<file path="src/inc/sswl_pkg.sv">
// Package for the stepper status word logic: bit positions, codes, timing
package sswl_pkg;

    // Status word 0 bit positions
    localparam int W0_MODE_CFG      = 15;
    localparam int W0_MODULE_OK     = 14;
    localparam int W0_CFG_ERR       = 13;
    localparam int W0_CMD_ERR       = 12;
    localparam int W0_INPUT_ERR     = 11;
    localparam int W0_POS_INVALID   = 10;
    localparam int W0_WAIT_SEGMENT  = 9;
    localparam int W0_IN_ASSEMBLED  = 8;
    localparam int W0_MOVE_DONE     = 7;
    localparam int W0_DECEL         = 6;
    localparam int W0_ACCEL         = 5;
    localparam int W0_HOMING_DONE   = 4;
    localparam int W0_STOPPED       = 3;
    localparam int W0_IN_HOLD       = 2;
    localparam int W0_CCW           = 1;
    localparam int W0_CW            = 0;

    // Status word 1 bit positions
    localparam int W1_POWER_STAGE   = 15;
    localparam int W1_STALL         = 14;
    localparam int W1_OUTPUT_STATE  = 13;
    localparam int W1_HEARTBEAT     = 11;
    localparam int W1_LIMIT_COND    = 10;
    localparam int W1_JOG_CHANGE    = 9;
    localparam int W1_MOTION_LAG    = 8;
    localparam int W1_DRIVER_FAULT  = 7;
    localparam int W1_LINK_LOST     = 6;
    localparam int W1_HOT           = 4;

    // Command word bit positions
    localparam int CW1_RESET_ERRORS = 10;
    localparam int CW1_DRV_ENABLE   = 15;

    // Driver fault clear block value for both command words
    localparam logic [15:0] FAULT_CLEAR_WORD = 16'h0400;

    // Status word value after reset: command mode, config error shown
    localparam logic [15:0] W0_RESET = 16'h2008;
    localparam logic [15:0] W1_RESET = 16'h0000;

    // Heartbeat timing
    localparam int  CLK_HZ          = 40_000_000;
    localparam int  HEARTBEAT_MS    = 500;
    localparam int  HEARTBEAT_CYC   = CLK_HZ / 1000 * HEARTBEAT_MS;

    // Motion phase of the profile generator
    typedef enum logic [1:0] {
        SSWL_IDLE,
        SSWL_ACCEL,
        SSWL_CRUISE,
        SSWL_DECEL
    } sswl_phase_e;

    // Motion state from the profile generator
    typedef struct packed {
        sswl_phase_e phase;      // Present profile phase
        logic        dir_ccw;    // Direction while moving
        logic        in_hold;    // Move held
        logic        homed;      // Homing finished
        logic        stall;      // Stall seen
        logic        lag;        // Motion lag
    } sswl_motion_s;

    // One-cycle events from the motion and command logic
    typedef struct packed {
        logic cfg_valid_wr;      // Valid configuration written
        logic cfg_invalid_wr;    // Invalid configuration written
        logic cfg_restored;      // Valid configuration from storage
        logic bad_cmd;           // Invalid command
        logic bad_jog_params;    // Jog or registration out of range
        logic move_cmd;          // New move command
        logic abs_move_cmd;      // Absolute move requested
        logic move_ok;           // Move finished without error
        logic preset;            // Position preset
        logic home_ok;           // Homing finished
        logic estop;             // Emergency stop input
        logic istop;             // Immediate stop
        logic limit_in_move;     // End limit during non-homing move
        logic jog_into_limit;    // Jog toward active limit
        logic home_far_limit;    // Opposite limit while homing
        logic limit_release;     // Limit input went inactive
        logic jog_bad_change;    // Invalid mid-jog change
        logic link_restored;     // Physical link re-established
        logic net_restored;      // Non-physical connection back
        logic asm_ready;         // Assembled programming accepted
        logic seg_taken;         // Segment block taken
        logic seg_released;      // Host released segment bit
        logic asm_end;           // Assembled programming ended
    } sswl_event_s;

endpackage

</file>
<file path="src/hw/sswl_status.sv">
// Status word generator for the networked stepper indexer
`timescale 1ns/100ps

// Notes on behaviour
// - Word0 bit15 high in configuration mode
// - Start command mode; no power without configuration
// - Word0 bit14 high unless internal fault
// - Config error until valid config; set on invalid
// - Config error also when stall detect in config
// - Command error sticky until reset-errors
// - Input error on estop and limits; reset clears
// - Position invalid on listed events
// - Absolute moves refused while position invalid
// - Bit8 assembled ready, bit9 segment wanted
// - Move done on success; cleared by move/preset/reset
// - Move done also with bad jog parameters
// - Bit6 decelerating, bit5 accelerating only
// - Bit3 whenever motor not moving
// - Bit1 CCW, bit0 CW, bit2 hold
// - Word1 bit15 shows global driver enable
// - Heartbeat toggles 500 ms in command mode
// - Limit condition set on limit, cleared release
// - Jog change or bad gearing sets bit9
// - Driver fault shown while driver enabled
// - Clear-fault block clears fault, motor unpowered
// - Link re-established sets bit6 and input error
module sswl_status
    import sswl_pkg::*;
#(
    parameter int HEARTBEAT_CYCLES = HEARTBEAT_CYC  // Half period of beat
) (
    // Clock and reset
    input  wire logic          clk_i,
    input  wire logic          reset_i,
    // Host command words, with a one-cycle write strobe
    input  wire logic          cmd_wr_i,
    input  wire logic [15:0]   cmd_word0_i,
    input  wire logic [15:0]   cmd_word1_i,
    // Mode and configuration
    input  wire logic          cfg_mode_i,
    input  wire logic          stall_detect_en_i,
    input  wire logic          gear_mode_i,
    input  wire logic [7:0]    gear_num_i,
    input  wire logic [7:0]    gear_den_i,
    // Internal state and events
    input  wire logic          internal_fault_i,
    input  wire sswl_motion_s  motion_i,
    input  wire sswl_event_s   event_i,
    input  wire logic          dc_output_i,
    // Asynchronous pins from the power stage and inputs
    input  wire logic          overtemp_pin_i,
    input  wire logic          short_pin_i,
    input  wire logic          temp_high_pin_i,
    input  wire logic [2:0]    inputs_active_pin_i,
    // Status words and control outputs
    output logic [15:0]        motion_status_word_o,
    output logic [15:0]        drive_status_word_o,
    output logic               motor_power_o,
    output logic               accept_cmds_o,
    output logic               abs_move_go_o
);

    // Two-stage synchronisers for the pins
    logic [5:0] sync_a;               // First stage, read only by second
    logic [5:0] sync_b;               // Second stage, safe to use
    always_ff @(posedge clk_i) begin
        if (reset_i) begin
            sync_a <= 6'h00;
            sync_b <= 6'h00;
        end else begin
            sync_a <= {overtemp_pin_i, short_pin_i, temp_high_pin_i,
                       inputs_active_pin_i};
            sync_b <= sync_a;
        end
    end

    // Synchronised pin views
    wire       overtemp   = sync_b[5];
    wire       shorted    = sync_b[4];
    wire       temp_high  = sync_b[3];
    wire [2:0] ins_active = sync_b[2:0];

    // Sticky and state flags
    logic cfg_valid;                  // Holds a valid configuration
    logic cfg_err;                    // Configuration error flag
    logic cmd_err;                    // Command error flag
    logic input_err;                  // Input error flag
    logic pos_invalid;                // Position invalid flag
    logic move_done;                  // Move complete flag
    logic in_asm;                     // Assembled programming mode
    logic wait_seg;                   // Waiting for segment
    logic limit_cond;                 // Limit condition flag
    logic jog_change;                 // Invalid jog change flag
    logic drv_fault;                  // Latched driver fault
    logic link_lost;                  // Connection was lost flag
    logic drv_enable;                 // Global driver enable
    logic heartbeat;                  // Heartbeat level
    logic [31:0] beat_cnt;            // Heartbeat counter

    // Command decode
    wire reset_errors = cmd_wr_i & cmd_word1_i[CW1_RESET_ERRORS];
    wire fault_clear  = cmd_wr_i & (cmd_word0_i == FAULT_CLEAR_WORD)
                        & (cmd_word1_i == FAULT_CLEAR_WORD);
    wire gear_bad     = gear_mode_i & ((gear_num_i == 8'h00)
                        | (gear_den_i == 8'h00));
    wire cmd_ok       = cfg_valid & ~cfg_mode_i;
    wire hw_fault     = overtemp | shorted;

    // Event terms for the sticky flags
    wire set_input = event_i.estop | event_i.limit_in_move
                     | event_i.jog_into_limit | event_i.home_far_limit
                     | event_i.link_restored;
    wire set_pos   = event_i.cfg_valid_wr | event_i.cfg_invalid_wr
                     | event_i.link_restored | event_i.net_restored
                     | event_i.istop | event_i.estop
                     | event_i.limit_in_move | event_i.home_far_limit
                     | event_i.jog_into_limit | motion_i.stall;
    wire clr_pos   = event_i.preset | event_i.home_ok;
    wire set_done  = event_i.move_ok | event_i.bad_jog_params;
    wire clr_done  = event_i.move_cmd | event_i.preset | reset_errors;
    wire set_limit = event_i.limit_in_move | event_i.home_far_limit;

    // Configuration validity and error
    always_ff @(posedge clk_i) begin
        if (reset_i) begin
            cfg_valid <= 1'b0;
            cfg_err   <= 1'b1;
        end else if (event_i.cfg_invalid_wr) begin
            cfg_valid <= 1'b0;
            cfg_err   <= 1'b1;
        end else if (event_i.cfg_valid_wr | event_i.cfg_restored) begin
            cfg_valid <= 1'b1;
            cfg_err   <= 1'b0;
        end
    end

    // Sticky error flags; a set in the clearing cycle wins
    always_ff @(posedge clk_i) begin
        if (reset_i) begin
            cmd_err    <= 1'b0;
            input_err  <= 1'b0;
            limit_cond <= 1'b0;
            jog_change <= 1'b0;
            link_lost  <= 1'b0;
        end else begin
            cmd_err    <= event_i.bad_cmd | event_i.bad_jog_params
                          | (cmd_err & ~reset_errors);
            input_err  <= set_input | (input_err & ~reset_errors);
            limit_cond <= set_limit | (limit_cond & ~reset_errors
                          & ~event_i.limit_release);
            jog_change <= event_i.jog_bad_change | gear_bad
                          | (jog_change & ~reset_errors);
            link_lost  <= event_i.link_restored
                          | (link_lost & ~reset_errors);
        end
    end

    // Position validity and move completion
    always_ff @(posedge clk_i) begin
        if (reset_i) begin
            pos_invalid <= 1'b1;
            move_done   <= 1'b0;
        end else begin
            pos_invalid <= set_pos | (pos_invalid & ~clr_pos);
            move_done   <= set_done | (move_done & ~clr_done);
        end
    end

    // Assembled move handshake; a set in the clearing cycle wins, except asm_end beats seg_released
    always_ff @(posedge clk_i) begin
        if (reset_i) begin
            in_asm   <= 1'b0;
            wait_seg <= 1'b0;
        end else if (event_i.asm_ready) begin
            in_asm   <= 1'b1;
            wait_seg <= 1'b1;
        end else if (event_i.asm_end) begin
            in_asm   <= 1'b0;         // Programming over
            wait_seg <= 1'b0;
        end else if (event_i.seg_released & in_asm) begin
            wait_seg <= 1'b1;
        end else if (event_i.seg_taken) begin
            wait_seg <= 1'b0;
        end
    end

    // Driver enable and driver fault latch
    always_ff @(posedge clk_i) begin
        if (reset_i) begin
            drv_enable <= 1'b0;
            drv_fault  <= 1'b0;
        end else begin
            if (cmd_wr_i) begin
                drv_enable <= cmd_word1_i[CW1_DRV_ENABLE];
            end
            if (drv_enable & hw_fault) begin
                drv_fault <= 1'b1;
            end else if (fault_clear) begin
                drv_fault <= 1'b0;
            end
        end
    end

    // Heartbeat, running only in command mode
    always_ff @(posedge clk_i) begin
        if (reset_i | cfg_mode_i) begin
            beat_cnt  <= 32'h0;
            heartbeat <= 1'b0;
        end else if (beat_cnt == 32'(HEARTBEAT_CYCLES - 1)) begin
            beat_cnt  <= 32'h0;
            heartbeat <= ~heartbeat;
        end else begin
            beat_cnt  <= beat_cnt + 32'h1;
        end
    end

    // Status word 0 assembly
    logic [15:0] next_w0;
    always_comb begin
        next_w0                  = 16'h0000;
        next_w0[W0_MODE_CFG]     = cfg_mode_i;
        next_w0[W0_MODULE_OK]    = ~internal_fault_i;
        next_w0[W0_CFG_ERR]      = cfg_err
                                   | (stall_detect_en_i & cfg_mode_i);
        next_w0[W0_CMD_ERR]      = cmd_err;
        next_w0[W0_INPUT_ERR]    = input_err;
        next_w0[W0_POS_INVALID]  = pos_invalid;
        next_w0[W0_WAIT_SEGMENT] = wait_seg;
        next_w0[W0_IN_ASSEMBLED] = in_asm;
        next_w0[W0_MOVE_DONE]    = move_done;
        next_w0[W0_DECEL]        = motion_i.phase == SSWL_DECEL;
        next_w0[W0_ACCEL]        = motion_i.phase == SSWL_ACCEL;
        next_w0[W0_HOMING_DONE]  = motion_i.homed;
        next_w0[W0_STOPPED]      = motion_i.phase == SSWL_IDLE;
        next_w0[W0_IN_HOLD]      = motion_i.in_hold;
        next_w0[W0_CCW]          = (motion_i.phase != SSWL_IDLE)
                                   & motion_i.dir_ccw;
        next_w0[W0_CW]           = (motion_i.phase != SSWL_IDLE)
                                   & ~motion_i.dir_ccw;
    end

    // Status word 1 assembly
    logic [15:0] next_w1;
    always_comb begin
        next_w1                  = 16'h0000;
        next_w1[W1_POWER_STAGE]  = drv_enable;
        next_w1[W1_STALL]        = motion_i.stall;
        next_w1[W1_OUTPUT_STATE] = dc_output_i;
        next_w1[W1_HEARTBEAT]    = heartbeat;
        next_w1[W1_LIMIT_COND]   = limit_cond;
        next_w1[W1_JOG_CHANGE]   = jog_change;
        next_w1[W1_MOTION_LAG]   = motion_i.lag;
        next_w1[W1_DRIVER_FAULT] = drv_fault;
        next_w1[W1_LINK_LOST]    = link_lost;
        next_w1[W1_HOT]          = temp_high;
        next_w1[2:0]             = ins_active;
    end

    // Registered outputs
    always_ff @(posedge clk_i) begin
        if (reset_i) begin
            motion_status_word_o <= W0_RESET;
            drive_status_word_o  <= W1_RESET;
            motor_power_o        <= 1'b0;
            accept_cmds_o        <= 1'b0;
            abs_move_go_o        <= 1'b0;
        end else begin
            motion_status_word_o <= next_w0;
            drive_status_word_o  <= next_w1;
            // No current while a fault stands, even before it latches
            motor_power_o        <= drv_enable & ~drv_fault & ~hw_fault
                                    & cfg_valid;
            accept_cmds_o        <= cmd_ok;
            abs_move_go_o        <= event_i.abs_move_cmd & cmd_ok
                                    & ~pos_invalid;
        end
    end

    // Checks on the outputs and internal flags
    a_mode_bit_follow: assert property (@(posedge clk_i) disable iff
        (reset_i) ##1 motion_status_word_o[W0_MODE_CFG]
        == $past(cfg_mode_i)) else $error("mode bit wrong");
    a_no_power_unconf: assert property (@(posedge clk_i) disable iff
        (reset_i) !cfg_valid |=> !motor_power_o)
        else $error("power without config");
    a_ok_bit_fault: assert property (@(posedge clk_i) disable iff
        (reset_i) internal_fault_i |=> !motion_status_word_o[W0_MODULE_OK])
        else $error("ok bit during fault");
    a_cfg_err_set: assert property (@(posedge clk_i) disable iff
        (reset_i) event_i.cfg_invalid_wr |-> ##2
        motion_status_word_o[W0_CFG_ERR]) else $error("cfg err");
    a_cmd_err_hold: assert property (@(posedge clk_i) disable iff
        (reset_i) cmd_err && !reset_errors |=> cmd_err)
        else $error("cmd err lost");
    a_abs_refused: assert property (@(posedge clk_i) disable iff
        (reset_i) pos_invalid |=> !abs_move_go_o)
        else $error("absolute move while invalid");
    a_phase_bits_excl: assert property (@(posedge clk_i) disable iff
        (reset_i) !(motion_status_word_o[W0_DECEL]
        && motion_status_word_o[W0_ACCEL])) else $error("phase");
    a_fault_clear: assert property (@(posedge clk_i) disable iff
        (reset_i) fault_clear && !(drv_enable && hw_fault) |-> ##2
        !drive_status_word_o[W1_DRIVER_FAULT] && !motor_power_o)
        else $error("fault not cleared");
    a_link_sets_two: assert property (@(posedge clk_i) disable iff
        (reset_i) event_i.link_restored |=> link_lost && input_err)
        else $error("link restore flags");
    a_seg_set_wins: assert property (@(posedge clk_i) disable iff
        (reset_i) event_i.seg_released && in_asm && !event_i.asm_end
        |=> wait_seg) else $error("segment request lost");
    a_beat_held_cfg: assert property (@(posedge clk_i) disable iff
        (reset_i) cfg_mode_i |=> !heartbeat)
        else $error("heartbeat in config mode");

endmodule

</file>
<file path="config.mk">
export PLATFORM = sky130hd
export DESIGN_NAME = sswl_status
export DESIGN_NICKNAME = d
export VERILOG_FILES = /design/src/inc/sswl_pkg.sv /design/src/hw/sswl_status.sv
export SDC_FILE = /design/constraint.sdc
export NUM_CORES = 1
export LEC_CHECK = 0
export BUFFER_PORTS_ARGS = -buffer_cell sky130_fd_sc_hd__buf_2
export CORE_ASPECT_RATIO = 0.75
export CORE_MARGIN = 10
export CORE_UTILIZATION = 52
export DETAILED_ROUTE_END_ITERATION = 10
export GPL_TIMING_DRIVEN = 1
export HOLD_SLACK_MARGIN = 0.12
export PLACE_DENSITY = 0.89
export SETUP_SLACK_MARGIN = 0.15
export SYNTH_ARGS = -nofsm -noshare
export SYNTH_HDL_FRONTEND = slang
export SYNTH_SLANG_ARGS = --single-unit
</file>
<file path="constraint.sdc">
create_clock -name clk_i -period 4.9 [get_ports clk_i]
set_input_delay 0 -clock clk_i [delete_from_list [all_inputs] [get_ports clk_i]]
set_output_delay 0 -clock clk_i [all_outputs]
set_load 0.02 [all_outputs]
</file>
# [After elaboration in Yosys (flattened, before gate mapping)]
# Cells that the tools add are included.
[word_totals] out_inout_bits=35 input_bits=92 elab_cells=112 ff_bits=93
[classes] eq_ne=5 muxes=8 n_bitwise=66 n_addsub=1 n_reduce_logical=9
[ops] cell="adder 32 x 1 -> 32 bit, second input constant" count=1
[ops] cell="equality test 16 x 11 -> 1 bit, second input constant" count=2
[ops] cell="equality test 32 x 25 -> 1 bit, second input constant" count=1
[ops] cell="OR 1 bit" count=32
[ops] cell="AND 1 bit" count=23
[ops] cell="logical NOT 8 bit" count=2
[ops] cell="inverter 1 bit" count=11
[ops] cell="two-way mux 1 bit" count=8
[ops] cell="nonzero test 2 bit" count=3
[ops] cell="nonzero test 4 bit" count=1
[ops] cell="OR reduction 2 bit" count=2
[ops] cell="equality test 2 x 1 -> 1 bit, second input constant" count=1
[ops] cell="equality test 2 bit, second input constant" count=1
[ops] cell="logical NOT 2 bit" count=1

# [Logic depth before layout (Yosys ltp)]
# Gate-level depths: netlist of run 1.
[depth] ltp_word=10 mapped_depth=8 ltp_nobuf=5

# [Least setup slack after synthesis of run 1]
# OpenSTA, ideal clock, no wires.
[synth_path] path_type="register to register" from="register beat_cnt[0]" to="register beat_cnt[22]" path_buffers=1 required_ns=4.814 arrival_time_ns=2.011 setup_time_ns=0.086 synth_period_minus_slack_ns=2.096 slack_ns=2.804 path_stages_with_launch=7 path_cell_list="dfxtp_1 ha_1 nand4_1 or4_4 buf_2 or3_1 a211oi_1"
[synth_via] elab_chain_cells=2 elab_cells_between_ends=3 classes_between="add/sub: 1; eq/ne: 1; reduce/logical: 1"
[synth_lines] item="from (decl)" line_no="sswl_status.sv:98" rtl="logic [31:0] beat_cnt;"
[synth_lines] item="from (signal assigned)" line_no="sswl_status.sv:213" rtl="beat_cnt <= beat_cnt + 32'h1;"
[synth_lines] item="parallel branches: the longest is 2 deep, another holds adder 32 x 1 -> 32 bit"
# Parallel ways; which one is timed is not known.
# A chain may end at the register's enable or synchronous reset.

# [Final worst setup path of run 1]
[layout_path] from="input cmd_word0_i[6]" to="register drv_fault"
[layout_via] elab_chain_cells=4
[layout_lines] item="from (decl)" line_no="sswl_status.sv:37" rtl="input wire logic [15:0] cmd_word0_i,"
[layout_lines] item="equality test 16 x 11 -> 1 bit" line_no="sswl_status.sv:102" rtl="wire fault_clear = cmd_wr_i & (cmd_word0_i == FAULT_CLEAR_WORD)"
[layout_lines] item="AND 1 bit" line_no="sswl_status.sv:102"
[layout_lines] item="AND 1 bit" line_no="sswl_status.sv:103" rtl="& (cmd_word1_i == FAULT_CLEAR_WORD);"
[layout_lines] item="nonzero test 2 bit (no source line)"
[layout_lines] item="to (signal assigned)" line_no="sswl_status.sv:191" rtl="drv_fault <= 1'b0;"
[layout_lines] item="to (signal assigned)" line_no="sswl_status.sv:197" rtl="drv_fault <= 1'b1;"
[layout_lines] item="to (signal assigned)" line_no="sswl_status.sv:199" rtl="drv_fault <= 1'b0;"
[layout_lines] item="to (decl)" line_no="sswl_status.sv:94" rtl="logic drv_fault;"
# Every way passes these cells.

==> summary.txt, run 1 <==
Status: finished clean
Io pins: 127
Total CTS buffers: 9
Largest net degree at the start of global routing: 53
CTS tree: done
Critical path required time: 5.15 ns
Worst setup EP type: flop
Fraction of layout cells with a size suffix above 1: 28.1%
Clk slew on worst S/H paths: 0.10 ns
R2R cell count: 5
Top Layer Used: met4
Final TNS setup: 0 ns
Final Max Slew Viols: 0
Detail Route Antenna Nets: 0
Fin crit share: 55.0%
Final Util: 74.9%
Met3 wire len: 1010 um
Hold path depth: 4
Final nets: 612
Hold WC Path Type: primary input to flop
CTS Sinks: 90
Min Tclk post-route: 2.70 ns
# resized after CTS: 0
# Post-CTS Setup Buffers: 0
Crit path cell chain: dlygate4sd3_1 > buf_2 > or4b_2 > dlygate4sd3_1 > o41ai_1 > dlygate4sd3_1 > o21ai_0
Final Skew: 0.0137 ns
Drt pass-1 iters: 5
First-pass GRT wire length: 18100 um
Vias per cell: 5.65
Std cell rows: 25
Cell Area, Synth: 3400 um2
Ys Warns: 0
Maximum vdd drop: 213 uV
Post-Route M1 WL: 3960 um
DRC: 0
Cells after Synth: 355
Worst Max-Slew Pin Slew: 0.883 ns
Setup violators final: 0
Setup ws final: 2.20 ns
Die Height: 90.0 um
Routed wl met2: 5820 um
Top post-synthesis cells by area: dfxtp_1 53%, nor2b_1 5.7%, a211oi_1 3.8%
Endpoint, Worst Hold: input_err
Static Leak: 0.00191 uW
Top cell by count, worst path: dlygate4sd3_1
Drt total wl: 11300 um
CTS max path bufs: 2
Vias: 3424
Core area: 6320 um2
Worst min-delay path startpoint: cmd_word1_i[10]
Area share of the largest cell type after synthesis: 53.0%
Flops & latches, synth: 90
Post-synth cell types: 42
Initial Utilization: 53.8%
RD Place Congestion: 0.871
Final hold slack: 0.147 ns
Crit Path Class: primary input to flop
Initial antenna violation count: 0
# Max-Cap Violations: 0
Count leader, synth: dfxtp_1
EDFF count, synth: 0
Grt ovf: 0
Initial drt markers: 249
Die width: 113 um
RSZ-0062 raised after global routing: false
DP Wirelength: 6880 um
DP Worst Slack: 2.52 ns
Count of final hold-check violations: 0
Worst setup SP type: primary input
# H-tree levels: 3
Die area: 10200 um2
Syn Area/Cell: 9.58 um2
Worst stage delay on the critical path: 0.66 ns
Slowest cell on the critical path: or4b_2
Layout area overhead: 39.1%
GRT Overall Usage: 21.6%
Vias in the first global route: 3594
Asr flop ratio synth: 0%
FF-to-FF setup slack: 2.49 ns
Ys flop type: dfxtp_1
Sequential area share after synthesis: 53.0%
Slew HR: 41.1%
Port Buf Inserts: 123
Root buf cell: clkbuf_8
FF-to-FF End: beat_cnt[24]
Crit path arrival time: 2.95 ns
Pwr Density: 306 nW/um2
Clk_lat worst skew: 0.36 ns
Yosys top cell by area: dfxtp_1
Commonest cells in the netlist: 90 x dfxtp_1, 31 x nor2b_1, 25 x nor2_1, 21 x nor3_1, 17 x a211oi_1
Critical R2R Launch: beat_cnt[0]
Maximum clock rate: 371 MHz
Wire per inst: 18.7 um
CP Max Fanout: 1
==> worst max-delay path by stage <==
| stage | start | to | slack [ns] | depth (start not counted) |
|---|---|---|---|---|
| 2_1_floorplan | beat_cnt[0] | beat_cnt[22] | 2.80 | 6 |
| 3_3_place_gp | beat_cnt[0] | beat_cnt[28] | 2.63 | 5 |
| 3_5_place_dp | beat_cnt[0] | beat_cnt[24] | 2.52 | 5 |
| 4_1_cts | cmd_word0_i[6] | drv_fault | 2.38 | 7 |
| 5_1_grt | cmd_word0_i[6] | drv_fault | 2.10 | 7 |
| 6_report | cmd_word0_i[6] | drv_fault | 2.20 | 7 |
==> per-stage QoR <==
| step | cell area (um2) | std cells | total power, uW |
|---|---|---|---|
| 2_1_floorplan | 3410 | 357 | 826 |
| 3_3_place_gp | 4050 | 542 | 875 |
| 3_5_place_dp | 4050 | 542 | 880 |
| 4_1_cts | 4730 | 605 | 1430 |
| 5_1_grt | 4730 | 605 | 1490 |
| 6_report | 4730 | 606 | 1450 |
==> cell families (layout without fill, tap and decap cells) <==
logic type	Yosys count	in the layout	share of synthesized area [%]
simple gates	166	166	28.9
flops	90	90	53.0
compound gates	52	52	10.0
buf+inv	31	198	3.94
xor+xnor	13	13	3.35
fa+ha+maj	1	1	0.368
other cells	1	4	0.110
mux	1	1	0.294
==> per-layer routing <==
| layer | up-vias | global-route usage (%) |
|---|---|---|
| met5 | - | 0 |
| met4 | 0 | 12.3 |
| met3 | 49 | 9.03 |
| met2 | 188 | 37.8 |
| met1 | 1580 | 20.9 |
| li1 | 1607 | - |
==> timing repair <==
action,CTS,global route
hold endpoints to repair,33,0
hold buffers,47,0
setup endpoints to repair,0,0
==> cells in the final DEF, fill, tap and decap left out, drive strengths merged, types with 3 or more instances in the layout <==
master       synthesis  routed
nor2                25      25
a211oi              17      17
buf                  9     124
nand3               12      12
o21ai               12      12
nand4               12      12
nor4b                4       4
dlygate4sd3          0      47
nor3                21      21
o31ai                8       8
dfxtp               90      90
conb                 1       3
inv                 11      15
or3                  9       9
and4                 4       4
a21oi                9       9
or4                 16      16
nand2               13      13
nor4                10      10
xnor2               11      11
clkbuf              11       9
nor2b               31      31
==> critical path: cells and delay by family <==
family / cells / cell delay (ns)
buffers and inverters: 4 / 1.86
AND/OR/NAND/NOR: 1 / 0.66
AO/OA/AOI/OAI: 2 / 0.43
==> report_power, final <==
part           switching [uW]  total (uW)  internal [uW]
Sequential               8.16         762            753
Clock                     295         545            250
Combinational            67.7         139           71.6
==> state kept, by name, summed over array words and instances (netlist names), 6 cells and up <==
name,cells
beat_cnt,32
motion_status_word_o,16
drive_status_word_o,13
sync_a,6
sync_b,6
==> layout make-up <==
class / instances / area (um2)
diodes: 1 / 2.50
clock buffers: 9 / 124
clock inverters: 7 / 90.1
fillers: 403 / 1590
inverters: 11 / 41.3
multi-input cells: 236 / 1480
flip-flops and latches: 90 / 1800
well taps: 81 / 101
repair buffers: 171 / 1090
(Power assumes the default switching activity.)
==> run 2: changes to the inputs <==
Settings changed: CORE_UTILIZATION 52 to 44, PLACE_DENSITY 0.89 to 0.81.
Clock period 4.9 ns to 2.3 ns, I/O delays scaled along.
==> summary.txt, run 2 (synthesized netlist as in run 1, its figures left out) <==
GRT Overall Usage: 20.2% (-1.5 points)
Max reg flops: 32 (unchanged)
Min Tclk post-route: 2.21 ns
Largest regs: beat_cnt x32, motion_status_word_o x16, drive_status_word_o x13
Worst setup SP type: flop
Worst setup EP type: flop
Switch Pwr: 823 uW (+120%)
Io pins: 127 (unchanged)
Wire per inst: 19.2 um (+2.7%)
Slew HR: 49.1% (+8.0 points)
Post-DP Area: 4130 um2 (+2.1%)
Area of the multi-input gates: 1550 um2 (+5.1%)
Fraction of power consumed by combinational cells: 10.4% (+0.8 points)
Setup violators final: 0 (unchanged)
Vias in the first global route: 3856 (+7.3%)
DP Wirelength: 6850 um (-0.41%)
Pwr Density: 604 nW/um2 (+98%)
Static Leak: 0.00212 uW (+11%)
Crit path arrival time: 2.49 ns (-0.46 ns)
RSZ-0062 raised after global routing: true
Non-filler cells in the finished layout: 667 (+10%)
Seq pwr share: 51.7% (-1.0 points)
Largest net degree at the start of global routing: 36 (-32%)
Switching Share: 26.2% (+0.55 points)
Vias per cell: 5.50 (-2.7%)
Critical path required time: 2.58 ns (-2.57 ns)
Final Max Slew Viols: 0 (unchanged)
Core area: 7430 um2 (+18%)
Commonest cells after routing, fill and taps aside: 124 x buf_2, 81 x dfxtp_1, 69 x dlygate4sd3_1, 31 x nor2b_1, 25 x nor2_1
Die area: 11700 um2 (+14%)
Biggest register: beat_cnt
Power share of the clock group: 37.9% (+0.2 points)
Initial drt markers: 274 (+10%)
Layout area overhead: 52.8%
Detail Route Antenna Nets: 0 (unchanged)
Root buf cell: clkbuf_8
# Max-Cap Violations: 0 (unchanged)
Vias: 3668 (+7.1%)
Port Buf Inserts: 123 (unchanged)
First-pass GRT wire length: 18900 um (+4.5%)
Hold WC Path Type: primary input to flop
Worst Max-Slew Pin Slew: 0.764 ns (-0.119 ns)
Setup ws final: 0.0919 ns (-2.11 ns)
Fin crit share: 96.0%
Final Skew: 0.0161 ns (+0.00233 ns)
Die Height: 96.1 um (+6.8%)
Grt ovf: 0 (unchanged)
Final nets: 650 (+6.2%)
Maximum clock rate: 453 MHz
Fraction of layout cells with a size suffix above 1: 32.6% (+4.5 points)
Clk slew on worst S/H paths: 0.10 ns (about the same)
RD Place Congestion: 0.808 (-7.2%)
Placed cells: 570 (+5.2%)
Crit Path Class: flop to flop
Initial antenna violation count: 1 (+1)
CP Max Fanout: 5 (+4)
CTS Sinks: 90 (unchanged)
Die width: 122 um (+7.2%)
Total CTS buffers: 9 (unchanged)
Status: finished clean
CTS max path bufs: 2 (unchanged)
Clk_lat worst skew: 0.38 ns (+0.02 ns)
Internal: 2320 uW (+120%)
# H-tree levels: 3 (unchanged)
DRC: 0 (unchanged)
Drt total wl: 12800 um (+13%)
Final non-filler cell area: 5190 um2 (+9.8%)
Count of final hold-check violations: 0 (unchanged)
Filler cell count: 484 (+20%)
Std cell rows: 27 (+8.0%)
Drt pass-1 iters: 6 (+1)
DP Worst Slack: -0.0210 ns (-2.54 ns)
Power, Total: 3140 uW (+120%)
CTS tree: done
Maximum vdd drop: 385 uV (+81%)
Register Area: 1820 um2 (+0.90%)
Initial Utilization: 45.8% (-8.1 points)
Commonest non-fill, non-tap cell in the layout: buf_2
[run 2: cell types whose count changed in the layout (fill, tap and decap cells not counted), sizes merged]
cell	previous run	this run
buf	124	139
or4	16	17
diode	1	4
dlygate4sd3	47	69
[run 2: final timing paths]
| path | cells after the start | startpoint | endpoint | slack, ns |
|---|---|---|---|---|
| worst min-delay path | 4 | cmd_word1_i[10] | input_err | 0.17 |
| worst min register to register | 1 | sync_a[1] | sync_b[1] | 0.45 |
| worst max-delay path | 5 | beat_cnt[0] | beat_cnt[24] | 0.09 |
| worst max register to register | 5 | beat_cnt[0] | beat_cnt[24] | 0.09 |
[run 2: repair_timing]
| item | 4_1_cts | 5_1_grt |
|---|---|---|
| cloned | 0 | 1 |
| resized for setup | 5 | 22 |
| endpoints found under the setup margin | 7 | 14 |
| pin swaps | 2 | 9 |
| hold buffers | 69 | 0 |
| hold endpoints to repair | 42 | 0 |
| setup buffers | 2 | 5 |
[run 2: through the flow]
stage | hold WS [ns] | TNS [ns] | util [%]
floorplan | 0.0667 | 0 | -
global placement | 0.154 | 0 | 55.6
detailed placement | 0.153 | -0.0210 | 55.6
CTS | 0.122 | 0 | 68.3
global route | 0.181 | 0 | 69.8
finish | 0.170 | 0 | 69.9
[run 2: layout make-up]
type                       instances  area share (%)
sequential                        90            35.0
multi-input combinational        237            29.9
timing repair buffer             208            27.5
tap                              101            2.43
clock buffer                       9            2.38
clock inverter                     7            1.83
inverter                          11           0.795
antenna                            4           0.193
[run 2: worst max-delay path, cell delays in order (launching register included)]
cell      delay, ns
dfxtp_4        0.39
ha_4           0.14
nand4_1        0.19
or4_4          0.65
or4_1          0.50
a211oi_1       0.26
[run 2: routing by layer]
metal / vias to the layer above / wire [um] / GRT usage, %
met5: - / 0 / 0
met4: 0 / 461 / 11.3
met3: 43 / 953 / 6.14
met2: 181 / 6700 / 35.8
met1: 1753 / 4700 / 21.2
li1: 1691 / - / -
[run 2: power by group through the flow]
stage               clock (uW)  combinational, uW  sequential [uW]
finish                    1190                327             1620
global route              1240                350             1630
CTS                       1190                305             1620
detailed placement           0                219             1660
global placement             0                214             1650
floorplan                    0               74.7             1680
==> run 3: changes to the inputs <==
--- a/config.mk
+++ b/config.mk
@@ -15,3 +15,3 @@
 export PLACE_DENSITY = 0.81
-export SETUP_SLACK_MARGIN = 0.15
+export SETUP_SLACK_MARGIN = 0.3
 export SYNTH_ARGS = -nofsm -noshare
--- a/constraint.sdc
+++ b/constraint.sdc
@@ -3,2 +3,2 @@
 set_output_delay 0 -clock clk_i [all_outputs]
-set_load 0.02 [all_outputs]
+set_load 0.1 [all_outputs]
==> summary.txt, run 3 (synthesized netlist as in run 1, its figures left out) <==
Status: finished clean
Register Area: 1830 um2 (+0.89%)
Placed cells: 568 (-0.35%)
Vias per cell: 5.71 (+3.8%)
Min Tclk post-route: 2.06 ns (-0.152 ns)
Critical path required time: 2.51 ns (-0.07 ns)
Clk_lat worst skew: 0.37 ns (about the same)
Family with the most delay on the worst path: simple AND/OR/NAND/NOR gates
RD Place Congestion: 0.869 (+7.5%)
Grt ovf: 0 (unchanged)
Max reg flops: 32 (unchanged)
Initial Utilization: 45.8% (unchanged)
Worst min-delay path startpoint: cmd_wr_i
Fraction of layout cells with a size suffix above 1: 36.4% (+3.8 points)
Fin crit share: 89.4% (-6.6 points)
Slew HR: 44.2% (-4.9 points)
Vias: 3887 (+6.0%)
Pwr Density: 599 nW/um2 (-0.80%)
Biggest register: beat_cnt
Crit path cell chain: ha_4 > nand4_1 > buf_4 > buf_6 > or4_4 > o21ai_1 > a211oi_2
Largest regs: beat_cnt x32, motion_status_word_o x16, drive_status_word_o x13
Drt total wl: 13800 um (+7.4%)
Die area: 11700 um2 (unchanged)
Hold WC Path Type: primary input to flop
Switch Pwr: 920 uW (+12%)
Root buf cell: clkbuf_8
Final Max Slew Viols: 0 (unchanged)
CTS Sinks: 90 (unchanged)
Crit path from: beat_cnt[0]
# H-tree levels: 3 (unchanged)
Crit Path Class: flop to flop
Power share of the clock group: 35.1% (-2.8 points)
Final nets: 665 (+2.3%)
Vias in the first global route: 3877 (+0.54%)
First-pass GRT wire length: 19600 um (+3.9%)
Critical R2R Launch: beat_cnt[0]
Crit path arrival time: 2.27 ns (-0.22 ns)
Fraction of power consumed by combinational cells: 15.5% (+5.1 points)
Io pins: 127 (unchanged)
Die width: 122 um (unchanged)
Core area: 7430 um2 (unchanged)
Initial drt markers: 409 (+49%)
Internal: 2350 uW (+1.7%)
GRT Overall Usage: 21.0% (+0.86 points)
Switching Share: 28.1% (+1.9 points)
Wire per inst: 20.2 um (+5.2%)
Initial antenna violation count: 0 (-1)
Port Buf Inserts: 123 (unchanged)
Drt pass-1 iters: 5 (-1)
Area of the multi-input gates: 1670 um2 (+7.7%)
Clk slew on worst S/H paths: 0.09 ns (about the same)
CTS max path bufs: 2 (unchanged)
DP Wirelength: 6790 um (-0.84%)
Final Skew: 0.0170 ns (+0.000909 ns)
CP Max Fanout: 7 (+2)
Setup violators final: 0 (unchanged)
Worst setup EP type: flop
Non-filler cells in the finished layout: 681 (+2.1%)
Buf/Inv on CP: 2 (+2)
Count of final hold-check violations: 0 (unchanged)
Worst stage delay on the critical path: 0.62 ns (-0.03 ns)
Total CTS buffers: 9 (unchanged)
RSZ-0062 raised after global routing: true
Maximum vdd drop: 544 uV (+41%)
Seq pwr share: 49.4% (-2.3 points)
Commonest non-fill, non-tap cell in the layout: buf_2
Static Leak: 0.00225 uW (+5.8%)
Filler cell count: 483 (-0.21%)
Std cell rows: 27 (unchanged)
Die Height: 96.1 um (unchanged)
Hold path depth: 4 (unchanged)
Commonest cells after routing, fill and taps aside: 123 x buf_2, 77 x dlygate4sd3_1, 76 x dfxtp_1, 31 x nor2b_1, 25 x nor2_1
Largest net degree at the start of global routing: 36 (unchanged)
Worst Max-Slew Pin Slew: 0.837 ns (+0.0734 ns)
Worst path depth: 7 (+2)
R2R cell count: 7 (+2)
Detail Route Antenna Nets: 0 (unchanged)
Slowest cell on the critical path: or4_4
CTS tree: done
# Max-Cap Violations: 0 (unchanged)
Final Util: 73.5% (+3.6 points)
Worst setup SP type: flop
Layout area overhead: 60.7%
DRC: 0 (unchanged)
Maximum clock rate: 486 MHz (+7.4%)
## run 3: cell count changes in the layout (fill, tap and decap cells not counted), moves of 4 or more
cell and delta:
a211oi_1 -4, dlygate4sd3_1 +8, a211oi_2 +4, dfxtp_4 +4, dfxtp_1 -5, buf_4 +5, o21ai_1 +4, o21ai_0 -4
## run 3: area by class of cell
cell class,count,area share [%]
Clock buffer,11,2.77
Timing Repair Buffer,223,28.7
Multi-Input combinational cell,237,30.6
Sequential cell,90,33.6
Clock inverter,5,1.12
Tap cell,101,2.31
Inverter,11,0.756
Antenna cell,3,0.137
## run 3: path summary, 6_finish.rpt
kind	endpoint	slack [ns]
worst max-delay path	beat_cnt[18]	0.24
worst min-delay path	input_err	0.21
worst max register to register	beat_cnt[18]	0.24
worst min register to register	drive_status_word_o[4]	0.44
## run 3: routing by layer
layer  wire, um  part of all wire [%]  track usage (%)
met1       4730                    34             21.7
met2       7150                    52             36.8
met3       1140                   8.3             6.67
met4        731                   5.3             13.8
met5          0                     0                0
## run 3: power groups by stage
stage	clock network, uW	registers (uW)	logic (uW)
floorplan	0	1820	91.8
global placement	0	1650	372
detailed placement	0	1660	378
CTS	1130	1620	477
global route	1210	1620	529
finish	1150	1620	508
## run 3: worst reg2reg max path, delay by kind of cell (launching register included)
family	cells	cell delay, ns
buffers and inverters	2	0.30
flip-flops	1	0.38
AO/OA/AOI/OAI	2	0.34
AND/OR/NAND/NOR	2	0.76
adder cells (fa/ha/maj)	1	0.13
## run 3: what timing repair did
action / CTS / global route
resized for setup: 24 / 37
setup endpoints to repair: 16 / 34
gates cloned: 1 / 0
pin swaps: 14 / 20
hold buffers: 77 / 0
endpoints found under the hold margin: 42 / 0
buffers inserted: 10 / 6
## run 3: through the flow
step / hold slack (ns) / power [uW] / setup TNS (ns) / area (um2) / worst slack, ns
2_1_floorplan: 0.0667 / 1920 / 0 / 3410 / 0.307
3_3_place_gp: 0.154 / 2030 / 0 / 4120 / 0.0958
3_5_place_dp: 0.155 / 2030 / -0.0193 / 4120 / -0.0193
4_1_cts: 0.148 / 3220 / 0 / 5260 / 0.275
5_1_grt: 0.233 / 3360 / 0 / 5460 / 0.167
6_report: 0.205 / 3270 / 0 / 5460 / 0.244
